### src/adc_ctrl_map.vh
`ifndef ADC_CTRL_MAP_VH
`define ADC_CTRL_MAP_VH

// Register byte addresses
`define ADC_ADDR_CSR 8'h70
`define ADC_ADDR_RESH 8'h71
`define ADC_ADDR_RESL 8'h72

// Control/status field positions
`define ADC_CSR_EOC 7
`define ADC_CSR_SPEED 6
`define ADC_CSR_ON 5
`define ADC_CSR_RSVD 4
`define ADC_CSR_CH_HI 3
`define ADC_CSR_CH_LO 0

// Reset values
`define ADC_CSR_RESET 8'h00
`define ADC_RES_RESET 10'h000

// Converter results at the reference limits
`define ADC_FULL_SCALE 10'h3ff
`define ADC_ZERO_SCALE 10'h000

// Converter clock divider limits (converter clock = clk / (limit + 1))
`define ADC_DIV_SLOW 2'h3
`define ADC_DIV_FAST 2'h1

// Converter clock cycles per conversion
`define ADC_CONV_CYCLES 5'h0e

`endif

### src/adc_conversion_control.v
`timescale 1ns/10ps
`include "adc_ctrl_map.vh"

module adc_conversion_control (
  // Clock and reset
  input wire clk,
  input wire sys_rst,
  // Register port
  input wire [7:0] reg_addr,
  input wire [7:0] reg_wdata,
  input wire reg_write,
  input wire reg_read,
  output reg [7:0] reg_rdata,
  // Power modes
  input wire halt_mode,
  input wire wait_mode,
  // Analog front end
  output reg [3:0] channel_select,
  output reg converter_power,
  output reg sample_start,
  input wire [9:0] sar_code,
  input wire above_upper_reference,
  input wire below_lower_reference
);

  ////////////////////////////////////////////////////////////////////////////////

  reg speed;
  reg converter_on;
  reg end_of_conversion;
  reg [9:0] result;
  reg [1:0] div_count;
  reg [4:0] conv_count;
  reg converting;

  wire csr_write;
  wire high_read;
  wire adc_tick;
  wire [3:0] next_channel;
  wire channel_change;
  wire active;
  wire conv_done;
  wire [1:0] div_limit;
  reg [9:0] next_result;

  // Shared address decode for reads and writes
  function hit;
    input [7:0] addr;
    input [7:0] target;
    begin
      hit = (addr == target);
    end
  endfunction

  assign csr_write = reg_write && hit(reg_addr, `ADC_ADDR_CSR);
  assign high_read = reg_read && hit(reg_addr, `ADC_ADDR_RESH);
  assign next_channel = reg_wdata[`ADC_CSR_CH_HI:`ADC_CSR_CH_LO];
  assign channel_change = csr_write && (next_channel != channel_select);
  // Wait mode is not an input to activity on purpose; conversions keep running
  assign active = converter_on && !halt_mode;
  assign div_limit = speed ? `ADC_DIV_FAST : `ADC_DIV_SLOW;
  assign adc_tick = active && (div_count == div_limit);
  assign conv_done = converting && adc_tick && (conv_count == `ADC_CONV_CYCLES - 5'h01);

  // Clamp at the references, no overflow flag
  always @* begin
    if (above_upper_reference) begin
      next_result = `ADC_FULL_SCALE;
    end else if (below_lower_reference) begin
      next_result = `ADC_ZERO_SCALE;
    end else begin
      next_result = sar_code;
    end
  end

  ////////////////////////////////////////////////////////////////////////////////
  // Control register

  always @(posedge clk or posedge sys_rst) begin
    if (sys_rst) begin
      speed <= 1'b0;
      converter_on <= 1'b0;
      channel_select <= 4'h0;
    end else if (csr_write) begin
      // Bit 4 is not stored, so it always reads zero
      speed <= reg_wdata[`ADC_CSR_SPEED];
      converter_on <= reg_wdata[`ADC_CSR_ON];
      channel_select <= next_channel;
    end
  end

  ////////////////////////////////////////////////////////////////////////////////
  // Converter clock divider and conversion sequencer

  always @(posedge clk or posedge sys_rst) begin
    if (sys_rst) begin
      div_count <= 2'h0;
      conv_count <= 5'h00;
      converting <= 1'b0;
      sample_start <= 1'b0;
      converter_power <= 1'b0;
    end else begin
      converter_power <= active;
      sample_start <= 1'b0;
      if (!active || channel_change) begin
        // Abandon partial work; the next channel starts from a clean divider
        div_count <= 2'h0;
        conv_count <= 5'h00;
        converting <= 1'b0;
      end else begin
        div_count <= adc_tick ? 2'h0 : div_count + 2'h1;
        if (!converting) begin
          converting <= 1'b1;
          conv_count <= 5'h00;
          sample_start <= 1'b1;
        end else if (adc_tick) begin
          if (conv_done) begin
            // Restart straight away for continuous mode
            conv_count <= 5'h00;
            sample_start <= 1'b1;
          end else begin
            conv_count <= conv_count + 5'h01;
          end
        end
      end
    end
  end

  ////////////////////////////////////////////////////////////////////////////////
  // End-of-conversion flag and result

  always @(posedge clk or posedge sys_rst) begin
    if (sys_rst) begin
      end_of_conversion <= 1'b0;
      result <= `ADC_RES_RESET;
    end else begin
      // Result is not latched against partial reads
      if (conv_done && !channel_change) begin
        result <= next_result;
      end
      if (conv_done && !channel_change) begin
        end_of_conversion <= 1'b1;
      end else if (high_read || csr_write) begin
        end_of_conversion <= 1'b0;
      end
    end
  end

  ////////////////////////////////////////////////////////////////////////////////
  // Read data, one cycle after the strobe

  always @(posedge clk or posedge sys_rst) begin
    if (sys_rst) begin
      reg_rdata <= 8'h00;
    end else if (reg_read) begin
      if (hit(reg_addr, `ADC_ADDR_CSR)) begin
        reg_rdata <= {end_of_conversion, speed, converter_on, 1'b0, channel_select};
      end else if (hit(reg_addr, `ADC_ADDR_RESH)) begin
        reg_rdata <= result[9:2];
      end else if (hit(reg_addr, `ADC_ADDR_RESL)) begin
        reg_rdata <= {6'h00, result[1:0]};
      end else begin
        reg_rdata <= 8'h00;
      end
    end else begin
      reg_rdata <= 8'h00;
    end
  end

endmodule

### config.mk
export PLATFORM = sky130hd
export DESIGN_NAME = adc_conversion_control
export DESIGN_NICKNAME = d
export VERILOG_FILES = /design/src/adc_conversion_control.v
export VERILOG_INCLUDE_DIRS = /design/src
export SDC_FILE = /design/constraint.sdc
export NUM_CORES = 1
export LEC_CHECK = 0
export BUFFER_PORTS_ARGS = -buffer_cell sky130_fd_sc_hd__buf_2
export CAP_MARGIN = 30
export CORE_UTILIZATION = 25
export CTS_CLUSTER_DIAMETER = 50
export DETAILED_ROUTE_END_ITERATION = 8
export GPL_ROUTABILITY_DRIVEN = 0
export PLACE_DENSITY = 0.42
export SETUP_SLACK_MARGIN = 0.02
export SLEW_MARGIN = 40
export SYNTH_ARGS = -nofsm -noshare
export SYNTH_HDL_FRONTEND = slang
export SYNTH_SLANG_ARGS = --single-unit
export TNS_END_PERCENT = 1
### constraint.sdc
create_clock -name clk -period 2.6 [get_ports clk]
set_clock_uncertainty 0.2 [all_clocks]
set_input_delay 0.39 -clock clk [delete_from_list [all_inputs] [get_ports clk]]
set_output_delay 0.39 -clock clk [all_outputs]
set_load 0.01 [all_outputs]
==> results.md <==
* Status: finished, violations left
* Failing checks: negative hold slack
* Slowest stage delay, CP at 0.50 ns
* CTS buffer count at 5
* R2R Path End: result[4]
* Slowest CP cell: o21ba_2
* Layout cells sized above 1 at 32.34%
* CTS root buf: clkbuf_8
* Critical path type: flop to flop
* Port-buffer cells at 44
* Launch point of the worst path: conv_count[1]
* H-tree levels at 2
* Count of final max-slew check failures at 0
* Clock Path Buffers at 2
* CTS tree: yes
* Post-CTS sizing at 0
* Element type at the critical path end: flop
* Die Ht at 83.34 um
* Final Cycle Share at 77.57%
* Critical path data arrival time at 2.03 ns
* Residual DRC at 0
* Clock sinks at 35
* Area Overhead vs Synth at 23.90%
* # IOs at 48
* Post-detailed-route wirelength per cell at 13.08 um
* Placed inst area at 0.001977 mm^2
* Mapped Area at 0.001654 mm^2
* Setup TNS at 0 ns
* Antenna Cells at 0
* Final WS setup at 0.5833 ns
* Final Core Density at 32.09%
* Routed WL at 3636 um
* Post-synth top area cell: dfrtp_1
* Clock period minus worst slack at 2.017 ns
* Comb pwr share at 8.7%
* Peak Freq at 0.4959 GHz
* Power, Total at 1.006 mW
* Peak VDD IR at 248.3 uV
* Vias at 1,180
* Syn Nets at 188
* Core Area at 0.006386 mm^2
* Hold Buf Count CTS at 0
* Switch share at 23.42%
* R2r setup slk at 0.58 ns
* Seq/Total Area, Yosys at 52.95%
* WP data required at 2.61 ns
* Post-CTS Setup Inserts at 0
* Reg2Reg Depth at 6
* Max Cap Violations at 0
* Clk Latency, worst-skew pair at 0.28 ns
* Hold Path Class: primary input to asynchronous set/reset pin
* Internal power at 770.3 uW
* 1st-iter DRT viols at 66
* Ranking of synthesized cells by area: dfrtp_1 53%, mux2i_1 11%, a21oi_1 5.7%
* Hold Slack at -0.002810 ns
* Post-synthesis cell type count at 37
* RR Startpoint: conv_count[1]
* Number of global-route vias before repair at 1,168
* Starting Density at 25.90%
* Pin count of the biggest net entering global routing at 36
* Die ar. at 0.006946 mm^2
* GRT Overall Usage at 11.05%
* Clock slew at reported path FFs at 0.07 ns
* Sequential Power Share at 55.4%
* Sw Pwr at 235.6 uW
* Leakage power at 1.051 nW
* Die Width at 83.34 um
* Synth Register Bits at 35
* Cell area power density at 490.8 mW/mm^2
* Post-DRT Antenna Nets at 0
* Final setup fails at 0
* Mapped Cells at 152
* Num rows at 29
* Yosys top cell area share at 52.95%
* Vias per inst at 4.245
* Cell Chain, Critical Path: inv_1 > ha_1 > and4b_1 > nand4bb_1 > o21ba_2 > mux2i_1
* Initial antenna violation count at 0
* Dpl ws at 0.4964 ns
* Overflow after GRT at 0
* Critical path endpoint: result[4]
* RSZ-0062 raised after global routing: false
* Worst setup SP type: flop
* Final instance area at 0.002049 mm^2
* DRT Pass-1 Iters at 4
* Part of the power in the clock network at 35.9%
* First-pass GRT wire length at 5865 um
* Worst-margin pin slew at 0.4578 ns
* Avg Cell Area, Syn at 10.88 um^2
* Nets@finish at 238
* Worst slew margin at 69.48%
* Synthesis warning total at 0
* Detailed placement HPWL at 2598 um
* Crit Path Max Fanout at 11
* Final hold vios at 3
[per-layer routing]
metal	vias up	track usage, %	share of wire [%]
li1	620	-	-
met1	525	15.81	51
met2	31	14.98	42
met3	4	4.970	5.6
met4	0	2.821	0.91
met5	-	0	0
[cells in the final DEF, fill, tap and decap left out, types with 2 or more instances in the layout]
cell,synthesis,layout
buf_2,0,44
dfrtp_1,35,35
a21oi_1,19,19
mux2i_1,18,18
nor2_1,15,15
inv_1,13,13
mux2_2,6,6
clkbuf_8,0,5
xor2_1,4,4
o21ai_0,4,4
buf_4,1,4
nand2_1,3,3
nor2b_1,2,2
o211ai_1,2,2
nand3b_1,2,2
nand3_1,2,2
or3_1,2,2
ha_1,2,2
[cells in the mapped netlist, drive strengths merged]
cell and n:
and2 1, and4b 1, xnor2 1, nand4b 1, nand4bb 1, o21ai 4
nand3 2, mux2 6, xor2 4, buf 2, ha 2, nand4 1
clkbuf 3, nor3b 1, or2 2, a21oi 20, dfrtp 35, nor2 15
nand2 3, nor2b 2, and4bb 1, inv 13, o211ai 2, clkinv 1
nor4 1, nand2b 1, or4 1, nand3b 2, mux2i 18, and2b 1
o21ba 1, and3 1, or3 2
[through the flow]
step	hold WS, ns	instances
2_1_floorplan	0.2483	152
3_3_place_gp	0.2776	272
4_1_cts	0.01617	278
3_5_place_dp	0.2814	272
5_1_grt	0.02781	278
6_report	-0.002810	278
[cells by family after synthesis]
| kind of cell | after synthesis | share of synthesized area (%) |
|---|---|---|
| muxes | 24 | 14.98 |
| xor gates and xnor gates | 5 | 2.647 |
| buffers and inverters | 19 | 4.614 |
| adders and majority gates | 2 | 1.513 |
| AOI/OAI and AO/OA | 27 | 9.001 |
| DFF | 35 | 52.95 |
| and+or+nand+nor | 40 | 14.30 |
[power groups by stage]
| stage | clock network (mW) | registers, mW | logic (mW) |
|---|---|---|---|
| 6_report | 0.361 | 0.557 | 0.0878 |
| 5_1_grt | 0.408 | 0.558 | 0.0986 |
| 4_1_cts | 0.380 | 0.557 | 0.0901 |
| 3_5_place_dp | 0 | 0.567 | 0.0897 |
| 3_3_place_gp | 0 | 0.567 | 0.0899 |
| 2_1_floorplan | 0 | 0.568 | 0.0439 |
[layout make-up]
| cell class | instances | area (um^2) |
|---|---|---|
| Sequential cell | 35 | 875.8 |
| Timing Repair Buffer | 48 | 250.2 |
| Tap cell | 77 | 96.34 |
| Multi-Input combinational cell | 98 | 701.9 |
| Clock buffer | 6 | 72.57 |
| Inverter | 14 | 52.55 |
| Fill cell | 675 | 4337 |
[how the worst min path moves through the flow]
stage	start	to	slack (ns)	cells past startpoint
after detailed placement	div_count[0]	div_count[0]	0.28	1
after global routing	sys_rst	conv_count[4]	0.03	3
after floorplan	div_count[0]	div_count[0]	0.25	1
after global placement	div_count[0]	div_count[0]	0.28	1
after CTS	sys_rst	reg_rdata[7]	0.02	3
final	sys_rst	conv_count[0]	-0.003	3
[flip-flops by register name, indices dropped and copies added (netlist names), 2 cells and up]
register	count
reg_rdata	8
channel_select	4
conv_count	5
result	10
div_count	2
[critical path, delay by kind of cell, from the launching register on]
family	cells	cell delay, ns
AOI/OAI and AO/OA	1	0.50
adders and majority gates	1	0.15
buffers and inverters	1	0.06
DFF	1	0.41
muxes	1	0.23
and+or+nand+nor	2	0.39
No activity file was read; power rests on OpenSTA's default activity.
